## config.mk

```make
export PLATFORM = sky130hd
export DESIGN_NAME = uart_ctl_top
export DESIGN_NICKNAME = d
export VERILOG_FILES = /design/src/uart_ctl_pkg.sv /design/src/baud_if.sv /design/src/baud_gen.sv /design/src/uart_frame.sv /design/src/uart_ctl_top.sv
export SDC_FILE = /design/constraint.sdc
export NUM_CORES = 1
export LEC_CHECK = 0
export CAP_MARGIN = 20
export CORE_MARGIN = 2
export CORE_UTILIZATION = 40
export CTS_CLUSTER_SIZE = 8
export DETAILED_ROUTE_END_ITERATION = 16
export DONT_BUFFER_PORTS = 1
export GPL_TIMING_DRIVEN = 0
export PLACE_DENSITY = 0.65
export RECOVER_POWER = 25
export SLEW_MARGIN = 10
export SYNTH_ARGS = -nofsm -noshare
export SYNTH_HDL_FRONTEND = slang
export SYNTH_SLANG_ARGS = --single-unit
```

## constraint.sdc

```tcl
create_clock -name CORE_CLK -period 2.85 [get_ports CORE_CLK]
set_clock_uncertainty 0.15 [all_clocks]
set_input_delay 0.57 -clock CORE_CLK [delete_from_list [all_inputs] [get_ports CORE_CLK]]
set_output_delay 0.57 -clock CORE_CLK [all_outputs]
set_load 0.05 [all_outputs]
```

## src/uart_ctl_pkg.sv

```systemverilog
// Register map, field positions and constants of the serial port
package uart_ctl_pkg;
	localparam logic [15:0] ADDR_MODE = 16'hff70;
	localparam logic [15:0] ADDR_BAUD = 16'hff71;
	localparam logic [15:0] ADDR_ERRS = 16'hff73;
	localparam logic [15:0] ADDR_TXSR = 16'hff72;
	localparam logic [15:0] ADDR_RXBF = 16'hff74;
	localparam logic [7:0] MODE_RESET = 8'h01;
	localparam logic [7:0] BAUD_RESET = 8'h1f;
	localparam logic [7:0] ERRS_RESET = 8'h00;
	localparam logic [7:0] BYTE_ONES = 8'hff;
	localparam int POWER_BIT = 7;
	localparam int TXEN_BIT = 6;
	localparam int RXEN_BIT = 5;
	localparam int PAR_HI = 4;
	localparam int PAR_LO = 3;
	localparam int CHAR_BIT = 2;
	localparam int STOP_BIT = 1;
	localparam int PE_BIT = 2;
	localparam int FE_BIT = 1;
	localparam int OVE_BIT = 0;
	localparam int CSEL_HI = 6;
	localparam int CSEL_LO = 5;
	localparam int DIV_HI = 4;
	localparam int DIV_LO = 0;
	localparam logic [1:0] PAR_NONE = 2'h0;
	localparam logic [1:0] PAR_ZERO = 2'h1;
	localparam logic [1:0] PAR_ODD = 2'h2;
	localparam logic [1:0] PAR_EVEN = 2'h3;
	localparam logic [1:0] CSEL_TIMER = 2'h0;
	localparam logic [1:0] CSEL_DIV2 = 2'h1;
	localparam logic [1:0] CSEL_DIV8 = 2'h2;
	localparam logic [1:0] CSEL_DIV32 = 2'h3;
	localparam logic [4:0] PRE_DIV2 = 5'h01;
	localparam logic [4:0] PRE_DIV8 = 5'h07;
	localparam logic [4:0] PRE_DIV32 = 5'h1f;
	localparam logic [3:0] BITS_7 = 4'h7;
	localparam logic [3:0] BITS_8 = 4'h8;
	localparam logic [3:0] HALF_TICKS = 4'h1;
	localparam logic [1:0] ENA_SYNC_STAGES = 2'h2;
endpackage

```

## src/baud_if.sv

```systemverilog
// Baud tick and enable signals shared between the top and the baud generator
`timescale 1ns/100ps
interface baud_if;
	logic base_tick;
	logic bit_tick;
	logic [1:0] clock_sel;
	logic [4:0] divisor;
	logic run;
	modport gen (input clock_sel, input divisor, input run, output base_tick, output bit_tick);
	modport use_side (output clock_sel, output divisor, output run, input base_tick, input bit_tick);
endinterface

```

## src/baud_gen.sv

```systemverilog
// Base clock select, 5-bit divider and final halving stage
`timescale 1ns/100ps
module baud_gen
	import uart_ctl_pkg::*;
(
	input wire logic clk,
	input wire logic rst_n,
	input wire logic timer_tick,
	baud_if.gen bif
);
	typedef struct packed {
		logic [4:0] pre;
		logic [4:0] cnt;
		logic half;
		logic base_tick;
		logic bit_tick;
	} bg_state_t;
	bg_state_t st_ff;
	bg_state_t nxt_st;
	logic base_en;
	logic [4:0] pre_max;

	// Prescaler end value from clock select
	always_comb begin
		case (bif.clock_sel)
			CSEL_DIV2: pre_max = PRE_DIV2;
			CSEL_DIV8: pre_max = PRE_DIV8;
			CSEL_DIV32: pre_max = PRE_DIV32;
			default: pre_max = '0;
		endcase
	end

	// Timer option uses the timer tick as base clock
	assign base_en = (bif.clock_sel == CSEL_TIMER) ? timer_tick : (st_ff.pre == pre_max); //RULE20

	// Divide base by k, then halve for the bit rate
	always_comb begin
		nxt_st = st_ff;
		nxt_st.base_tick = 1'b0;
		nxt_st.bit_tick = 1'b0;
		nxt_st.pre = (st_ff.pre == pre_max) ? '0 : st_ff.pre + 5'h01;
		if (!bif.run) begin
			nxt_st.cnt = '0;
			nxt_st.half = 1'b0;
		end else if (base_en) begin
			nxt_st.base_tick = 1'b1;
			if (st_ff.cnt >= bif.divisor - 5'h01) begin //RULE21
				nxt_st.cnt = '0;
				nxt_st.half = ~st_ff.half;
				nxt_st.bit_tick = st_ff.half; //RULE22
			end else begin
				nxt_st.cnt = st_ff.cnt + 5'h01;
			end
		end
	end

	always_ff @(posedge clk) begin
		if (!rst_n) st_ff <= '0;
		else st_ff <= nxt_st;
	end

	assign bif.base_tick = st_ff.base_tick;
	assign bif.bit_tick = st_ff.bit_tick;

	// Bit tick comes once per two divider wraps
	property p_bit_spacing;
		@(posedge clk) disable iff (!rst_n) st_ff.bit_tick |=> !st_ff.bit_tick;
	endproperty
	a_bit_spacing: assert property (p_bit_spacing) else $error("bit tick too close"); //RULE22
	property p_cnt_bound;
		@(posedge clk) disable iff (!rst_n) bif.divisor[4:3] != 2'h0 |-> st_ff.cnt < bif.divisor;
	endproperty
	a_cnt_bound: assert property (p_cnt_bound) else $error("divider past k"); //RULE21
endmodule

```

## src/uart_frame.sv

```systemverilog
// Serial shifter: one state machine per direction, ticked at sixteenth-free bit rate
`timescale 1ns/100ps
module uart_frame
	import uart_ctl_pkg::*;
(
	input wire logic clk,
	input wire logic rst_n,
	input wire logic tx_clr,
	input wire logic rx_clr,
	input wire logic base_tick,
	input wire logic bit_tick,
	input wire logic [1:0] parity_mode,
	input wire logic eight_bits,
	input wire logic two_stops,
	input wire logic tx_load,
	input wire logic [7:0] tx_byte,
	input wire logic rx_line,
	output logic tx_line,
	output logic tx_busy,
	output logic rx_done,
	output logic [7:0] rx_byte,
	output logic rx_par_err,
	output logic rx_frm_err
);
	typedef enum logic [1:0] {
		FS_IDLE = 2'b00,
		FS_DATA = 2'b01,
		FS_PAR = 2'b10,
		FS_STOP = 2'b11
	} fs_t;
	typedef struct packed {
		fs_t ts;
		logic [7:0] tsh;
		logic [3:0] tcnt;
		logic tpar;
		logic tline;
		logic tstart;
		fs_t rs;
		logic rstart;
		logic [7:0] rsh;
		logic [3:0] rcnt;
		logic rpar;
		logic rdone;
		logic [7:0] rbyte;
		logic rpe;
		logic rfe;
	} fr_state_t;
	fr_state_t st_ff;
	fr_state_t nxt_st;
	logic [3:0] nbits;

	// Parity bit to send or expect for a mode
	function automatic logic par_of(input logic [1:0] m, input logic x);
		case (m)
			PAR_ODD: par_of = ~x;
			PAR_EVEN: par_of = x;
			default: par_of = 1'b0;
		endcase
	endfunction

	assign nbits = eight_bits ? BITS_8 : BITS_7; //RULE7

	always_comb begin
		nxt_st = st_ff;
		nxt_st.rdone = 1'b0;
		// Transmit: start, LSB first data, parity, stops
		case (st_ff.ts)
			FS_IDLE: begin
				nxt_st.tline = 1'b1;
				if (tx_load) begin //RULE23
					nxt_st.tsh = eight_bits ? tx_byte : {1'b0, tx_byte[6:0]};
					nxt_st.tpar = par_of(parity_mode, ^(eight_bits ? tx_byte : {1'b0, tx_byte[6:0]}));
					// Start waits for the bit tick, else the free-running divider cuts it short
					nxt_st.tstart = 1'b1;
					nxt_st.tcnt = '0;
					nxt_st.ts = FS_DATA;
				end
			end
			FS_DATA: if (bit_tick) begin
				if (st_ff.tstart) begin
					nxt_st.tstart = 1'b0;
					nxt_st.tline = 1'b0; //RULE25
				end else begin
					nxt_st.tline = st_ff.tsh[0];
					nxt_st.tsh = st_ff.tsh >> 1;
					nxt_st.tcnt = st_ff.tcnt + 4'h1;
					if (st_ff.tcnt == nbits - 4'h1) begin
						nxt_st.ts = (parity_mode == PAR_NONE) ? FS_STOP : FS_PAR; //RULE5
						nxt_st.tcnt = '0;
					end
				end
			end
			FS_PAR: if (bit_tick) begin
				nxt_st.tline = st_ff.tpar; //RULE5
				nxt_st.ts = FS_STOP;
				nxt_st.tcnt = '0;
			end
			default: if (bit_tick) begin
				// First tick raises the stop level, then one or two full bit times
				nxt_st.tline = 1'b1;
				nxt_st.tcnt = st_ff.tcnt + 4'h1;
				if (st_ff.tcnt == {3'h0, two_stops} + 4'h1) nxt_st.ts = FS_IDLE; //RULE8
			end
		endcase
		// Receive: sample on bit ticks, skipping the tick that lies inside the start bit
		case (st_ff.rs)
			FS_IDLE: if (!rx_line) begin //RULE12
				nxt_st.rs = FS_DATA;
				// A tick in the detect cycle already lies inside the start bit
				nxt_st.rstart = !bit_tick;
				nxt_st.rcnt = '0;
				nxt_st.rpar = 1'b0;
			end
			FS_DATA: if (bit_tick) begin
				if (st_ff.rstart) begin
					nxt_st.rstart = 1'b0;
				end else begin
					nxt_st.rsh = {rx_line, st_ff.rsh[7:1]};
					nxt_st.rpar = st_ff.rpar ^ rx_line;
					nxt_st.rcnt = st_ff.rcnt + 4'h1;
					if (st_ff.rcnt == nbits - 4'h1)
						nxt_st.rs = (parity_mode == PAR_NONE) ? FS_STOP : FS_PAR;
				end
			end
			FS_PAR: if (bit_tick) begin
				nxt_st.rpar = (par_of(parity_mode, st_ff.rpar) != rx_line); //RULE17
				nxt_st.rs = FS_STOP;
			end
			default: if (bit_tick) begin
				// Only the first stop is checked
				nxt_st.rs = FS_IDLE; //RULE9
				nxt_st.rdone = 1'b1;
				nxt_st.rfe = ~rx_line; //RULE18
				nxt_st.rpe = (parity_mode == PAR_ODD || parity_mode == PAR_EVEN) && st_ff.rpar; //RULE6
				nxt_st.rbyte = eight_bits ? st_ff.rsh : {1'b0, st_ff.rsh[7:1]}; //RULE24
			end
		endcase
		if (parity_mode == PAR_NONE && st_ff.rs == FS_DATA) nxt_st.rpar = 1'b0;
		if (tx_clr) begin //RULE3
			nxt_st.ts = FS_IDLE;
			nxt_st.tline = 1'b1;
			nxt_st.tstart = 1'b0;
			nxt_st.tsh = BYTE_ONES;
		end
		if (rx_clr) begin //RULE4
			nxt_st.rs = FS_IDLE;
			nxt_st.rdone = 1'b0;
		end
	end

	always_ff @(posedge clk) begin
		if (!rst_n) begin
			st_ff <= '0;
			st_ff.tline <= 1'b1;
			st_ff.tsh <= BYTE_ONES;
		end else begin
			st_ff <= nxt_st;
		end
	end

	assign tx_line = st_ff.tline;
	assign tx_busy = st_ff.ts != FS_IDLE;
	assign rx_done = st_ff.rdone;
	assign rx_byte = st_ff.rbyte;
	assign rx_par_err = st_ff.rpe;
	assign rx_frm_err = st_ff.rfe;

	// Load is taken at once; the start bit follows on the next bit tick
	property p_tx_take;
		@(posedge clk) disable iff (!rst_n) (st_ff.ts == FS_IDLE && tx_load && !tx_clr) |=> tx_busy;
	endproperty
	a_tx_take: assert property (p_tx_take) else $error("load not taken"); //RULE23
	property p_tx_start;
		@(posedge clk) disable iff (!rst_n)
			(st_ff.ts == FS_DATA && st_ff.tstart && bit_tick && !tx_clr) |=> !tx_line;
	endproperty
	a_tx_start: assert property (p_tx_start) else $error("no start bit"); //RULE25
	property p_zero_par;
		@(posedge clk) disable iff (!rst_n) (rx_done && parity_mode == PAR_ZERO) |-> !rx_par_err;
	endproperty
	a_zero_par: assert property (p_zero_par) else $error("zero parity judged"); //RULE6
	property p_seven_top;
		@(posedge clk) disable iff (!rst_n) (rx_done && !eight_bits) |-> !rx_byte[7];
	endproperty
	a_seven_top: assert property (p_seven_top) else $error("bit 7 set in 7-bit mode"); //RULE24
endmodule

```

## src/uart_ctl_top.sv

```systemverilog
// Serial port control, error status and baud generation top
//
// How it works
// RULE1 - Power bit low gates clock and resets flags, shifter, buffer.
// RULE2 - Power bit low forces the receive input high.
// RULE3 - Transmit enable low synchronously resets the transmitter.
// RULE4 - Receive enable low synchronously resets the receiver.
// RULE5 - Parity field picks none, zero, odd or even parity.
// RULE6 - Zero parity mode never flags parity errors.
// RULE7 - Character length bit picks seven or eight data bits.
// RULE8 - Stop length bit picks one or two transmitted stop bits.
// RULE9 - Receiver checks only the first stop bit.
// RULE10 - Software always writes one to mode bit zero.
// RULE11 - Power on before enables; enables off before power off.
// RULE12 - Enabling reception with line low starts a reception.
// RULE13 - Enables synchronised to base clock; wait two base clocks. Code steps on core cycles while the generator is stopped.
// RULE14 - Software disables before changing format or divisor.
// RULE15 - Error register clears on reset, power off or receive off.
// RULE16 - Reading the error register clears all its flags.
// RULE17 - Parity error set when received parity disagrees.
// RULE18 - Framing error set when first stop bit is low.
// RULE19 - Overrun set when buffer unread; new byte dropped.
// RULE20 - Clock select picks timer, divide by two, eight or 32.
// RULE21 - Divisor k from 8 to 31 divides base clock.
// RULE22 - Bit rate is divider output halved.
// RULE23 - Writing the transmit shifter starts transmission at once. Code sends the start bit on the next bit tick.
// RULE24 - Received bytes go to buffer; 7-bit data has top bit zero.
// RULE25 - Frame: start, LSB first data, optional parity, stops.
// RULE26 - Receive error event pulses when any flag is set.
`timescale 1ns/100ps
module uart_ctl_top
	import uart_ctl_pkg::*;
(
	input wire logic CORE_CLK,
	input wire logic RST_N,
	input wire logic [15:0] ADDR,
	input wire logic WR,
	input wire logic RD,
	input wire logic [7:0] WDATA,
	output logic [7:0] RDATA,
	input wire logic TIMER_TICK,
	input wire logic RX_LINE,
	output logic TX_LINE,
	output logic RX_ERR_EVT,
	output logic RX_DONE_EVT,
	output logic TX_DONE_EVT
);
	typedef struct packed {
		logic [7:0] mode;
		logic [7:0] baud;
		logic [7:0] errs;
		logic [7:0] rxbuf;
		logic unread;
		logic [1:0] tx_sync;
		logic [1:0] rx_sync;
		logic rx_m1;
		logic rx_m2;
		logic [7:0] rdata;
		logic err_evt;
		logic done_evt;
		logic txd_evt;
		logic tx_busy_d;
		logic tx_out;
	} top_state_t;
	top_state_t st_ff;
	top_state_t nxt_st;
	logic core_rst_n;
	logic rx_in;
	logic tx_clr;
	logic rx_clr;
	logic tx_line_w;
	logic tx_busy;
	logic rx_done;
	logic [7:0] rx_byte;
	logic rx_pe;
	logic rx_fe;
	logic tx_load;
	logic [7:0] err_set;
	baud_if bif ();

	// Power bit low holds the core in reset; mode and baud registers survive
	assign core_rst_n = RST_N & st_ff.mode[POWER_BIT]; //RULE1
	// Receive line sampled twice, then forced high while unpowered
	assign rx_in = st_ff.mode[POWER_BIT] ? st_ff.rx_m2 : 1'b1; //RULE2
	// Enables act after two sync steps: base clocks, or core cycles while the generator is stopped
	assign tx_clr = ~st_ff.tx_sync[1]; //RULE13
	assign rx_clr = ~st_ff.rx_sync[1]; //RULE13
	assign tx_load = WR && ADDR == ADDR_TXSR && st_ff.mode[TXEN_BIT] && !tx_clr;

	assign bif.clock_sel = st_ff.baud[CSEL_HI:CSEL_LO];
	assign bif.divisor = st_ff.baud[DIV_HI:DIV_LO];
	assign bif.run = st_ff.tx_sync[1] | st_ff.rx_sync[1];

	baud_gen u_baud (
		.clk(CORE_CLK),
		.rst_n(core_rst_n),
		.timer_tick(TIMER_TICK),
		.bif(bif)
	);

	uart_frame u_frame (
		.clk(CORE_CLK),
		.rst_n(core_rst_n),
		.tx_clr(tx_clr),
		.rx_clr(rx_clr),
		.base_tick(bif.base_tick),
		.bit_tick(bif.bit_tick),
		.parity_mode(st_ff.mode[PAR_HI:PAR_LO]),
		.eight_bits(st_ff.mode[CHAR_BIT]),
		.two_stops(st_ff.mode[STOP_BIT]),
		.tx_load(tx_load),
		.tx_byte(WDATA),
		.rx_line(rx_in),
		.tx_line(tx_line_w),
		.tx_busy(tx_busy),
		.rx_done(rx_done),
		.rx_byte(rx_byte),
		.rx_par_err(rx_pe),
		.rx_frm_err(rx_fe)
	);

	// Error bits raised by a finished reception
	always_comb begin
		err_set = '0;
		if (rx_done) begin
			err_set[PE_BIT] = rx_pe; //RULE17
			err_set[FE_BIT] = rx_fe; //RULE18
			err_set[OVE_BIT] = st_ff.unread; //RULE19
		end
	end

	always_comb begin
		nxt_st = st_ff;
		nxt_st.err_evt = 1'b0;
		nxt_st.done_evt = 1'b0;
		nxt_st.rx_m1 = RX_LINE;
		nxt_st.rx_m2 = st_ff.rx_m1;
		nxt_st.tx_busy_d = tx_busy;
		nxt_st.txd_evt = st_ff.tx_busy_d & ~tx_busy;
		// Pin retimed so it comes from a flop; idle high while unpowered
		nxt_st.tx_out = st_ff.mode[POWER_BIT] ? tx_line_w : 1'b1;
		// Enable sync advances on base clock ticks, or every cycle while the generator is not running
		if (!st_ff.mode[TXEN_BIT]) nxt_st.tx_sync = '0;
		else if (bif.base_tick || !bif.run) nxt_st.tx_sync = {st_ff.tx_sync[0], 1'b1};
		if (!st_ff.mode[RXEN_BIT]) nxt_st.rx_sync = '0;
		else if (bif.base_tick || !bif.run) nxt_st.rx_sync = {st_ff.rx_sync[0], 1'b1};
		// Register writes; bit 0 of mode is kept as written
		if (WR && ADDR == ADDR_MODE) nxt_st.mode = WDATA;
		if (WR && ADDR == ADDR_BAUD) nxt_st.baud = WDATA;
		// Reads; error read clears flags, but a same-cycle set wins
		nxt_st.rdata = '0;
		if (RD) begin
			case (ADDR)
				ADDR_MODE: nxt_st.rdata = st_ff.mode;
				ADDR_BAUD: nxt_st.rdata = st_ff.baud;
				ADDR_ERRS: nxt_st.rdata = st_ff.errs;
				ADDR_RXBF: nxt_st.rdata = st_ff.rxbuf;
				default: nxt_st.rdata = '0;
			endcase
		end
		if (RD && ADDR == ADDR_ERRS) nxt_st.errs = ERRS_RESET; //RULE16
		if (RD && ADDR == ADDR_RXBF) nxt_st.unread = 1'b0;
		nxt_st.errs = nxt_st.errs | err_set;
		if (rx_done) begin
			nxt_st.done_evt = 1'b1;
			nxt_st.err_evt = |err_set; //RULE26
			if (!st_ff.unread) begin //RULE19
				nxt_st.rxbuf = rx_byte; //RULE24
				nxt_st.unread = 1'b1;
			end
		end
		// Power or receive off clears errors and the unread mark
		if (!st_ff.mode[POWER_BIT] || !st_ff.mode[RXEN_BIT]) begin //RULE15
			nxt_st.errs = ERRS_RESET;
			nxt_st.unread = 1'b0;
		end
		if (!st_ff.mode[POWER_BIT]) nxt_st.rxbuf = BYTE_ONES; //RULE1
	end

	always_ff @(posedge CORE_CLK) begin
		if (!RST_N) begin
			st_ff <= '0;
			st_ff.mode <= MODE_RESET;
			st_ff.baud <= BAUD_RESET;
			st_ff.rxbuf <= BYTE_ONES;
			st_ff.rx_m1 <= 1'b1;
			st_ff.rx_m2 <= 1'b1;
			st_ff.tx_out <= 1'b1;
		end else begin
			st_ff <= nxt_st;
		end
	end

	assign TX_LINE = st_ff.tx_out;
	assign RDATA = st_ff.rdata;
	assign RX_ERR_EVT = st_ff.err_evt;
	assign RX_DONE_EVT = st_ff.done_evt;
	assign TX_DONE_EVT = st_ff.txd_evt;

	property p_err_clear_off;
		@(posedge CORE_CLK) disable iff (!RST_N)
			!st_ff.mode[RXEN_BIT] |=> st_ff.errs == ERRS_RESET;
	endproperty
	a_err_clear_off: assert property (p_err_clear_off) else $error("errors kept"); //RULE15
	property p_read_clear;
		@(posedge CORE_CLK) disable iff (!RST_N)
			(RD && ADDR == ADDR_ERRS && !rx_done) |=> st_ff.errs == ERRS_RESET;
	endproperty
	a_read_clear: assert property (p_read_clear) else $error("read did not clear"); //RULE16
	property p_overrun_keep;
		@(posedge CORE_CLK) disable iff (!RST_N)
			(rx_done && st_ff.unread && st_ff.mode[RXEN_BIT] && st_ff.mode[POWER_BIT])
			|=> st_ff.errs[OVE_BIT] && st_ff.rxbuf == $past(st_ff.rxbuf);
	endproperty
	a_overrun_keep: assert property (p_overrun_keep) else $error("overrun mishandled"); //RULE19
	property p_power_off;
		@(posedge CORE_CLK) disable iff (!RST_N)
			!st_ff.mode[POWER_BIT] |=> ##1 TX_LINE && st_ff.rxbuf == BYTE_ONES;
	endproperty
	a_power_off: assert property (p_power_off) else $error("power off not reset"); //RULE1
	property p_err_evt;
		@(posedge CORE_CLK) disable iff (!RST_N) (rx_done && (rx_pe || rx_fe)) |=> RX_ERR_EVT;
	endproperty
	a_err_evt: assert property (p_err_evt) else $error("missing error event"); //RULE26
endmodule

```

======== Yosys cells after proc, flatten, opt, wreduce, memory -nomap -nowiden ========
Index checks and enable logic that the tools add are counted.
cells by class
  $add $sub $neg .......................... 7
  order comparisons ....................... 1
  eq/ne operators ......................... 29
  mux-type cells .......................... 54
  bitwise logic cells ..................... 16
  reduce and logical (&&, ||, !) cells .... 57
operators by type and width
  operator                                                       number
  16-bit equality test, second input constant                    5
  8-bit case mux with 4 select lines                             1
  14-bit two-way mux                                             2
  8-bit two-way mux                                              3
  2-bit AND reduction                                            12
  2-bit two-way mux                                              9
  16-bit two-way mux                                             1
  4-bit two-way mux                                              4
  2-bit != test, second input constant                           8
  8-bit case mux with 2 select lines                             1
  1-bit two-way mux                                              15
  15-bit two-way mux                                             1
  5-bit case mux with 3 select lines                             1
  13-bit two-way mux                                             1
  2-bit equality test, second input constant                     6
  4-bit equality test                                            3
  2-bit case mux with 3 select lines                             2
  4-bit case mux with 3 select lines                             1
  3-bit AND reduction                                            4
  4-bit AND reduction                                            3
  11-bit two-way mux                                             1
  1-bit NOT                                                      11
  5-bit by 1-bit adder with 5-bit output, second input constant  2
  5-bit two-way mux                                              2
  other kinds (31)                                               65
storage, ports and cells
  register bits ........................... 109
  input bits .............................. 30
  output and inout port bits .............. 12
  word-level logic and storage cells ...... 199

======== Longest topological paths before layout ========
Gate-level depths: netlist of the first run.
  word-level depth ........................ 7
  gate-level depth with buffers ........... 9
  gate-level depth less buffers ........... 9

======== Modules after synthesis ========
Synthesis of the first run repeated with hierarchy kept, for this count alone.
second synthesis, totals
  cells, all modules ...................... 600
  area total of the unflattened synthesis .. 5124.9 sq um
by module, submodules not included
  module        instances  cells each  area each (sq um)  sequential area each (sq um)
  uart_frame    1          288         2397.3             880.8
  uart_ctl_top  1          223         1975.6             940.9
  baud_gen      1          89          752.0              260.2

======== Least setup slack after synthesis of the first run ========
OpenSTA, ideal clock, no wires.
  path type ............................... input to register
  start ................................... input ADDR[3]
  end ..................................... register u_frame.st_ff[43] (netlist bit)
  setup time .............................. 0.087 ns
  arrival time ............................ 2.376 ns
  required time ........................... 2.613 ns
  setup slack ............................. 0.237 ns
  stages on the path ...................... 6
  buffers on the path ..................... 1
  path through ............................ nand4b_1 > or4_1 > clkbuf_2 > a2111o_1 > or4_1 > o31ai_1
on the way
  cells in the longest elaborated chain, start to end .. 6
ends and longest elaborated chain
  item                                  line                RTL
  start: declaration                    uart_ctl_top.sv:36  input wire logic [15:0] ADDR,
  16-bit equality test                  uart_ctl_top.sv:88  assign tx_load = WR && ADDR == ADDR_TXSR && st_ff.mode[TXEN_BIT] && !tx_clr;
  1-bit logical AND (3 in series)       uart_ctl_top.sv:88
  2-bit != test (no source line)        -
  7-bit AND reduction (no source line)  -
  end signal: assignment                uart_frame.sv:157   st_ff <= nxt_st;
  end: declaration                      uart_frame.sv:48    fr_state_t st_ff;
Every way passes these cells.
A chain may end at the register's enable or synchronous reset.

======== Final worst setup path of the first run ========
  start ................................... register st_ff (netlist bit bif.divisor[0])
  end ..................................... register u_baud.st_ff[3] (netlist bit)
on the way
  cells in the longest elaborated chain, start to end .. 3
ends and longest elaborated chain
  item                                         line                 RTL
  start: declaration                           uart_ctl_top.sv:65   top_state_t st_ff;
  start signal: assignment                     uart_ctl_top.sv:190  st_ff <= nxt_st;
  5-bit by 1-bit subtractor with 5-bit output  baud_gen.sv:47       if (st_ff.cnt >= bif.divisor - 5'h01) begin
  5-bit greater-or-equal comparator            baud_gen.sv:47
  5-bit two-way mux                            baud_gen.sv:47
  end signal: assignment                       baud_gen.sv:59       else st_ff <= nxt_st;
  end: declaration                             baud_gen.sv:18       bg_state_t st_ff;
Every way passes these cells.

==> impl_results.md, run 1 <==
- Outcome: finished clean
- Reg2reg start: bif.divisor[0]
- Final min period: roughly 2.5 ns
- Setup TNS: 0 ns
- Min-Delay Path Depth: 1
- H-tree depth: 3
- Seq cells post-synth: ~100
- Internal reg-to-reg setup slack: roughly 0.32 ns
- R2R depth: 9
- Number of global-route vias before repair: around 4000
- Relative slew slack: about two fifths
- RD Place Congestion: around 0.85
- Remaining antenna violation count: 0
- Drt pass-1 iters: 5
- Drt wl/cell: between 15 and 20 um
- Total grt overflow: 0
- Fin worst setup slack: around 0.32 ns
- Syn nets: 638
- Leakage dissipation: around 2.0 nW
- Fmax achieved: 395.5 MHz
- Core Region: between 10000 and 15000 um^2
- Largest net degree at the start of global routing: 17
- Syn Area/Cell: 8.500 um^2
- Mapped Area: 5015 um^2
- Asr flop ratio synth: 0%
- Top-Level Pins: 42
- Layout area overhead: 9.955%
- Die H: approximately 120 um
- DR vias: 4190
- Clock sinks: around 100
- Starting DRT DRC Count: between 200 and 250
- Area after DPL: around 5200 um^2
- Die width: around 120 um
- Max cap viols: 0
- Filler cell count in the final layout: around 1200
- Ys flop type: dfxtp_1
- HP Start: RX_LINE
- DRC errors left: 0
- Final nets: around 650
- CTS Root Cell: clkbuf_16
- Syn. warnings: 0
- DP Worst Slack: -0.1860 ns
- Synth Instances: 590
- Power consumption: approximately 2.8 mW
- Synth area leader: dfxtp_1
- Power Density: 507.4 nW/um^2
- Final critical-path share of the clock period: between 80% and 90%
- Row count: 40
- CP required: between 2 and 3 ns
- Hold EP: nxt_st[13]
- Critical path class: reg2reg
- EDFF count, synth: 0
- Worst setup EP type: register
- CTS tree: done
- Drt total wl: about 12 mm
- Post-route cell area: roughly 5500 um^2
- Worst-Margin Slew: 0.8766 ns
- Peak VDD IR: between 200 and 300 uV
- Post-synth top area share: roughly 42%
- RR Endpoint: u_baud.st_ff[3]
- CTS Buf Count: 9
- Hold Buf Count CTS: 0
- Die area: 13450 um^2
- Fin. Hold Viols: 0
- First-pass GRT wire length: approximately 20 mm
- Vias per cell: between 5 and 6
- Gr usage total: 18.54%
- Clk_lat worst skew: 0.35 ns
- Clock slew at reported path FFs: 0.06 ns
- Hold/Removal Path Class: in2reg
- Setup-failing EPs final: 0
- Post-synthesis sequential area ratio: between 40% and 50%
- Count of cell types in the netlist: between 50 and 60
- HPWL after DPL: slightly below 9 mm
- CP Launch Type: register
- Max Slew Vio Count: 0
- Top post-synthesis cells by area: dfxtp_1, mux2i_1, nand2_1
- Data arrival, critical path: 2.64 ns
- PortBufs: 0
- Initial Util: about two fifths
- Longest Clk Path Bufs: 2
- CP max FO: 9
- Initial antenna violation count: 0
- RSZ-0062 raised after global routing: false
- Layout cells sized above 1: 4.125%
- Diode count: 0
[cell type report]
type / instances / area (um^2) / share of cell area (%)
multi-input combinational: 429 / 2686 / 48.72
sequential: 104 / 2082 / 37.76
clock buffer: 12 / 266.5 / 4.833
tap: 168 / 210.2 / 3.812
buffer: 39 / 150.1 / 2.723
inverter: 18 / 67.56 / 1.225
clock inverter: 4 / 51.30 / 0.9303
[per-layer routing]
layer  track usage (%)  share of wire, %
met5                 0                 0
met3             4.916               5.3
met1             24.08                47
met2             30.21                46
met4             5.794               1.4
[worst max-delay path by stage]
| stage | from | to | slack, ns | cells past startpoint |
|---|---|---|---|---|
| CTS | RST_N | u_frame.st_ff[40] | 0.12 | 7 |
| global route | bif.divisor[0] | u_baud.st_ff[3] | 0.05 | 9 |
| finish | bif.divisor[0] | u_baud.st_ff[3] | 0.32 | 9 |
| detailed placement | RST_N | u_frame.st_ff[40] | -0.19 | 7 |
| floorplan | ADDR[3] | u_frame.st_ff[43] | 0.24 | 6 |
| global placement | RST_N | u_frame.st_ff[40] | -0.20 | 7 |
[where the power goes]
part | switching, mW | leakage, nW | internal [mW]
clock network | 0.529 | 0.155 | 0.752
registers | 0.000924 | 0.839 | 1.45
logic | 0.0327 | 1.00 | 0.0290
total | 0.562 | 2.00 | 2.24
[critical path, cell delays in order (launching register included)]
cell and delay [ns]:
dfxtp_1 0.38, inv_1 0.09, ha_1 0.22, xnor2_1 0.13, ha_1 0.29, a21oi_1 0.13
o21ai_0 0.10, a31oi_1 0.53, nand2b_1 0.22, o31ai_1 0.22
[logic make-up (layout without fill, tap and decap cells)]
logic type,Yosys count,count (layout),share of synthesized area (%)
compound gates,115,115,15.32
simple gates,245,245,23.70
buf+inv,57,73,4.915
xor+xnor,20,20,3.767
fa+ha+maj,18,18,4.491
mux,31,31,6.287
flops,104,104,41.52
[sequential cells by signal, indices dropped and copies added (netlist names), 2 cells and up]
register	cells
RDATA	8
bif.clock_sel	2
bif.divisor	5
st_ff	27
u_baud.st_ff	11
u_frame.rx_byte	8
u_frame.st_ff	32
[repair_timing]
action | CTS | global route
gates resized for setup | 0 | 2
buffers inserted | 0 | 0
endpoints found under the setup margin | 0 | 1
[cell usage after synthesis, drive strengths merged, types with 3 or more instances]
| master | n |
|---|---|
| dfxtp | 104 |
| nand2 | 68 |
| nor2 | 57 |
| nand3 | 47 |
| a21oi | 33 |
| mux2i | 27 |
| clkbuf | 25 |
| nor2b | 19 |
| ha | 18 |
| inv | 18 |
| a211oi | 17 |
| buf | 14 |
| o21ai | 13 |
| xnor2 | 12 |
| nand2b | 11 |
| a221oi | 8 |
| a22oi | 8 |
| nor3 | 8 |
| xor2 | 7 |
| a31oi | 6 |
| nand4 | 5 |
| o31ai | 5 |
| a21boi | 4 |
| and2 | 4 |
| mux2 | 4 |
| nand3b | 4 |
| or3 | 4 |
| a21o | 3 |
| and3 | 3 |
| nor4b | 3 |
| o211ai | 3 |
| o22ai | 3 |
[metrics by stage]
stage	util, %	hold slack [ns]	std cells
finish	45.53	0.1699	774
CTS	45.76	0.1597	774
detailed placement	43.14	0.2421	758
global route	45.53	0.1582	774
floorplan	-	0.2363	590
global placement	43.14	0.2435	758
[placed cells by master, fill, tap and decap left out, types with 18 or more instances in the layout]
cell type / count
a21oi_1: 33
inv_1: 18
nand2_1: 68
nand3_1: 47
dfxtp_1: 104
mux2i_1: 27
nor2_1: 57
ha_1: 18
clkbuf_1: 31
nor2b_1: 19
No activity file was read; power rests on OpenSTA's default activity.
==> run 2: changes to the inputs <==
Settings changed: CORE_UTILIZATION 40 to 54, GPL_ROUTABILITY_DRIVEN set to 0, PLACE_DENSITY 0.65 to 0.69.
==> impl_results.md, run 2 (synthesis results as in run 1) <==
- CTS Root Cell: clkbuf_8
- Remaining antenna violation count: 0 (unchanged)
- Critical path class: reg2reg
- Total grt overflow: 0 (unchanged)
- First-pass GRT wire length: 19.20 mm (-1.4%)
- Row count: 35 (-13%)
- Core Region: 9109 um^2 (-25%)
- Longest Clk Path Bufs: 2 (unchanged)
- Drt total wl: 11.39 mm (-3.4%)
- Die H: 100.4 um (-13%)
- Met3 routed WL: 588 um (-6.5%)
- Top-Level Pins: 42 (unchanged)
- Critical-path top delay cell: nor3_1
- Crit-path cells: inv_1 -> ha_1 -> clkbuf_1 -> inv_1 -> nor3_1 -> o21bai_1 -> buf_2 -> a221o_1
- WL met2: 5.149 mm (-5.9%)
- Hold/Removal Path Class: in2reg
- Max cap viols: 0 (unchanged)
- Power Density: 452.1 nW/um^2 (-11%)
- Final core occ: 58.45% (+13 points)
- Final critical-path share of the clock period: 87.88% (-0.85 points)
- Die area: 10070 um^2 (-25%)
- HPWL after DPL: 8.545 mm (-2.6%)
- Worst setup EP type: register
- Hold EP: nxt_st[13]
- Starting DRT DRC Count: 284 (+16%)
- Initial antenna violation count: 0 (unchanged)
- Outcome: finished clean
- Max FFs per register: 32 (unchanged)
- CTS Buf Count: 9 (unchanged)
- Clk_lat worst skew: 0.38 ns (+0.03 ns)
- Most used cell, CP: inv_1
- Most frequent cells in the layout: dfxtp_1, nand2_1, nor2_1, nand3_1, a21oi_1
- Relative slew slack: 38.59% (-2.5 points)
- CP max FO: 9 (unchanged)
- Fmax achieved: 399.3 MHz (+0.96%)
- Fin. Hold Viols: 0 (unchanged)
- Leakage dissipation: 1.938 nW (-2.9%)
- RR Endpoint: u_frame.st_ff[41]
- Internal reg-to-reg setup slack: 0.35 ns (+0.02 ns)
- Max stage delay on crit path: 0.47 ns (-0.06 ns)
- DRT met1 WL: 5.422 mm (-1.8%)
- Final nets: 649 (unchanged)
- Min-Delay Path Depth: 1 (unchanged)
- Diode count: 0 (unchanged)
- CP Launch Type: register
- CTS tree: done
- Max Slew Vio Count: 0 (unchanged)
- Initial Util: 55.05% (+14 points)
- Post-CTS Setup Inserts: 0 (unchanged)
- Layout area overhead: 6.163%
- Vias per cell: 5.796 (+7.1%)
- Final min period: 2.505 ns (-0.02410 ns)
- Filler cell count in the final layout: 819 (-32%)
- H-tree depth: 3 (unchanged)
- Post_cts resized: 0 (unchanged)
- Setup TNS: 0 ns (unchanged)
- HP Start: RX_LINE
- RSZ-0062 raised after global routing: false
- Worst-Margin Slew: 0.9141 ns (+0.03752 ns)
- Peak VDD IR: 204.7 uV (-30%)
- PortBufs: 0 (unchanged)
- Largest regs: u_frame.st_ff x32, st_ff x27, u_baud.st_ff x11
- R2R depth: 8 (-1)
- Most common library cell in the layout ignoring fill and taps: dfxtp_1
- Number of global-route vias before repair: 3971 (+0.79%)
- DR vias: 4156 (-0.81%)
- Clock sinks: 104 (unchanged)
- Top reg by flops: u_frame.st_ff
- Clock slew at reported path FFs: 0.10 ns (+0.04 ns)
- Drt wl/cell: 15.89 um (+4.3%)
- Setup-failing EPs final: 0 (unchanged)
- Hold Buf Count CTS: 0 (unchanged)
- DRC errors left: 0 (unchanged)
- CP required: 2.96 ns (about the same)
- Layout cells sized above 1: 4.290% (+0.17 points)
- Largest net degree at the start of global routing: 19 (+2)
- Max Used Layer: met4
- Die width: 100.4 um (-13%)
- Data arrival, critical path: 2.62 ns (-0.02 ns)
- Gr usage total: 23.82% (+5.3 points)
- Reg2reg start: u_frame.st_ff[43]
- Drt pass-1 iters: 4 (-1)
==> run 2: cell count changes in the layout (fill, tap and decap cells not counted) <==
| cell | before | now |
|---|---|---|
| clkbuf_16 | 9 | 0 |
| and2_0 | 3 | 2 |
| a31oi_2 | 0 | 1 |
| clkinv_8 | 0 | 1 |
| clkbuf_8 | 3 | 10 |
| and2_1 | 1 | 2 |
| bufinv_16 | 1 | 0 |
| a31oi_1 | 6 | 5 |
| inv_6 | 0 | 1 |
| clkinv_4 | 1 | 2 |
==> run 2: worst max-delay path: cells and delay by family, from the launching register on <==
| kind | cells | cell delay [ns] |
|---|---|---|
| adder cells (fa/ha/maj) | 1 | 0.14 |
| AND/OR/NAND/NOR | 1 | 0.47 |
| flip-flops | 1 | 0.34 |
| buffers and inverters | 4 | 0.79 |
| AO/OA/AOI/OAI | 2 | 0.53 |
==> run 2: stage by stage <==
stage | cells | instance area [um^2] | total power, mW | hold slack, ns | setup slack (ns)
6_report | 717 | 5324 | 2.407 | 0.1479 | 0.3455
2_1_floorplan | 590 | 5015 | 1.537 | 0.2363 | 0.2367
5_1_grt | 717 | 5324 | 2.487 | 0.1341 | 0.1252
3_5_place_dp | 701 | 5154 | 1.549 | 0.2492 | -0.2221
4_1_cts | 717 | 5346 | 2.417 | 0.1373 | 0.1612
3_3_place_gp | 701 | 5154 | 1.548 | 0.2438 | -0.1865
==> run 2: worst max path at each step <==
stage	from	to	slack [ns]
after global placement	RST_N	u_frame.st_ff[40]	-0.19
after CTS	RST_N	u_frame.st_ff[40]	0.16
final	u_frame.st_ff[43]	u_frame.st_ff[41]	0.35
after detailed placement	RST_N	u_frame.st_ff[40]	-0.22
after floorplan	ADDR[3]	u_frame.st_ff[43]	0.24
after global routing	u_frame.st_ff[42]	u_frame.st_ff[41]	0.13
==> run 2: metal layers <==
metal	global-route usage (%)	vias up
li1	-	2091
met2	37.89	114
met1	32.27	1930
met4	9.905	0
met5	0	-
met3	3.830	21
==> run 2: area by class of cell <==
cell class	instances	area (um^2)	area share, %
Tap cell	111	138.9	2.609
Multi-Input combinational cell	429	2693	50.58
Buffer	39	150.1	2.820
Clock inverter	6	55.05	1.034
Sequential cell	104	2082	39.11
Clock buffer	10	137.6	2.585
Inverter	18	67.56	1.269
==> run 2: where the power goes <==
part / switching [mW] / total (mW) / internal [mW] / leakage (nW)
clock: 0.537 / 0.891 / 0.354 / 0.0956
sequential: 0.000945 / 1.45 / 1.45 / 0.839
combinational: 0.0328 / 0.0619 / 0.0290 / 1.00
total: 0.571 / 2.41 / 1.84 / 1.94
==> run 3: changes to the inputs <==
Settings changed: CTS_BUF_LIST set to sky130_fd_sc_hd__clkbuf_2 sky130_fd_sc_hd__clkbuf_4 sky130_fd_sc_hd__clkbuf_8.
Clock period 2.85 ns to 2.7 ns, I/O delays scaled along.
==> impl_results.md, run 3 (synthesis results as in run 1) <==
- Outcome: finished clean
- Die area: 10070 um^2 (unchanged)
- Most frequent cells in the layout: dfxtp_1, nand2_1, nor2_1, nand3_1, a21oi_1
- Setup-failing EPs final: 0 (unchanged)
- Largest net degree at the start of global routing: 19 (unchanged)
- Fmax achieved: 410.9 MHz
- Storage element area: 2082 um^2 (unchanged)
- RSZ-0062 raised after global routing: false
- CTS tree: done
- Top delay family on crit path: buffers and inverters
- Most used cell, CP: clkbuf_1
- Initial Util: 55.05% (unchanged)
- CP required: 2.81 ns (-0.15 ns)
- DRC errors left: 0 (unchanged)
- Clock sinks: 104 (unchanged)
- Layout cells sized above 1: 4.455% (+0.17 points)
- Largest regs: u_frame.st_ff x32, st_ff x27, u_baud.st_ff x11
- Drt total wl: 11.41 mm (+0.19%)
- CTS Buf Count: 9 (unchanged)
- Worst Path Buf+Inv: 3 (-1)
- Peak VDD IR: 214.5 uV (+4.8%)
- Max cap viols: 0 (unchanged)
- Die width: 100.4 um (unchanged)
- Die H: 100.4 um (unchanged)
- Relative slew slack: 38.02% (-0.57 points)
- Gr usage total: 23.82% (unchanged)
- Critical-path top delay cell: clkbuf_1
- Row count: 35 (unchanged)
- Worst setup EP type: register
- Drt pass-1 iters: 5 (+1)
- Max FFs per register: 32 (unchanged)
- Power Density: 476.4 nW/um^2 (+5.4%)
- Final critical-path share of the clock period: between 90% and 100%
- HPWL after DPL: 8.545 mm (unchanged)
- Total grt overflow: 0 (unchanged)
- Area of the multi-input gates: 2698 um^2 (+0.19%)
- Data arrival, critical path: 2.54 ns (-0.08 ns)
- Fin. Hold Viols: 0 (unchanged)
- Hold/Removal Path Class: in2reg
- Filler cell count in the final layout: 819 (unchanged)
- Vias per cell: 5.824 (+0.48%)
- Initial antenna violation count: 0 (unchanged)
- Post-route cell area: 5329 um^2 (about the same)
- Critical path class: in2reg
- Drt wl/cell: 15.92 um (+0.19%)
- Max Slew Vio Count: 0 (unchanged)
- Final min period: between 2 and 2.5 ns
- Core Region: 9109 um^2 (unchanged)
- Clk_lat worst skew: 0.38 ns (about the same)
- Max stage delay on crit path: 0.44 ns (-0.03 ns)
- Post-route non-filler standard cell count: 717 (unchanged)
- Leakage dissipation: 1.938 nW (about the same)
- Longest Clk Path Bufs: 2 (unchanged)
- H-tree depth: 3 (unchanged)
- Number of global-route vias before repair: 3971 (unchanged)
- Worst-Margin Slew: 0.9226 ns (+0.008465 ns)
- Crit-path cells: clkbuf_1 -> and2_0 -> clkbuf_2 -> nand2_1 -> clkbuf_1 -> a221oi_1 -> mux2i_1
- Min Hold Slack: 0.1163 ns (-0.03156 ns)
- Final nets: 649 (unchanged)
- First-pass GRT wire length: 19.20 mm (unchanged)
- Starting DRT DRC Count: 277 (-2.5%)
- Clock slew at reported path FFs: 0.10 ns (about the same)
- Most common library cell in the layout ignoring fill and taps: dfxtp_1
- PortBufs: 0 (unchanged)
- DR vias: 4176 (+0.48%)
- Top reg by flops: u_frame.st_ff
- Dpl cells: 701 (unchanged)
- Top-Level Pins: 42 (unchanged)
- CP max FO: 10 (+1)
- CP Launch Type: input port
- Diode count: 0 (unchanged)
- CTS Root Cell: clkbuf_8
- Remaining antenna violation count: 0 (unchanged)
- Area after DPL: 5154 um^2 (unchanged)
- Layout area overhead: 6.262% (about the same)
- Setup TNS: 0 ns (unchanged)
[run 3: cell counts in the layout (fill, tap and decap cells not counted)]
Identical to the previous run, type by type.
[run 3: worst reg2reg max path, delay by kind of cell, from the launching register on]
kind,cells,cell delay (ns)
buffers and inverters,1,0.09
adders and majority gates,2,0.51
and+or+nand+nor,1,0.17
AOI/OAI and AO/OA,4,0.88
xor gates and xnor gates,1,0.13
DFF,1,0.41
[run 3: where the power goes]
group / internal (mW) / total, mW / switching (mW)
clock: 0.373 / 0.938 / 0.565
sequential: 1.53 / 1.54 / 0.00105
combinational: 0.0306 / 0.0655 / 0.0349
[run 3: final cells by class]
class,count,share of cell area [%]
clock buffers,10,2.583
flip-flops and latches,104,39.07
well taps,111,2.606
clock inverters,6,1.033
inverters,18,1.268
plain buffers,39,2.818
multi-input cells,429,50.62
[run 3: path summary, 6_finish.rpt]
check,startpoint,to,slack (ns),depth (start not counted)
max,RST_N,u_frame.st_ff[40],0.27,7
min,RX_LINE,nxt_st[13],0.12,1
max reg2reg,bif.divisor[0],u_baud.st_ff[3],0.29,9
min reg2reg,nxt_st[13],st_ff[13],0.27,1
[run 3: timing repair]
item                                    CTS  global route
endpoints found under the setup margin    0             9
hold buffers                              0             0
buffers inserted                          0             0
resized for setup                         0             4
[run 3: per-layer routing]
metal	vias to the layer above	track usage [%]	part of all wire [%]
met5	-	0	0
met2	118	37.89	45
met3	22	3.830	5.2
li1	2089	-	-
met1	1947	32.27	47
met4	0	9.905	2.2
[run 3: stage by stage]
| step | total power, mW | setup WS [ns] | util [%] |
|---|---|---|---|
| detailed placement | 1.635 | -0.3421 | 56.58 |
| global placement | 1.634 | -0.3065 | 56.58 |
| global route | 2.625 | 0.005908 | 58.50 |
| CTS | 2.552 | 0.04122 | 58.70 |
| floorplan | 1.623 | 0.1167 | - |
| finish | 2.539 | 0.2665 | 58.50 |
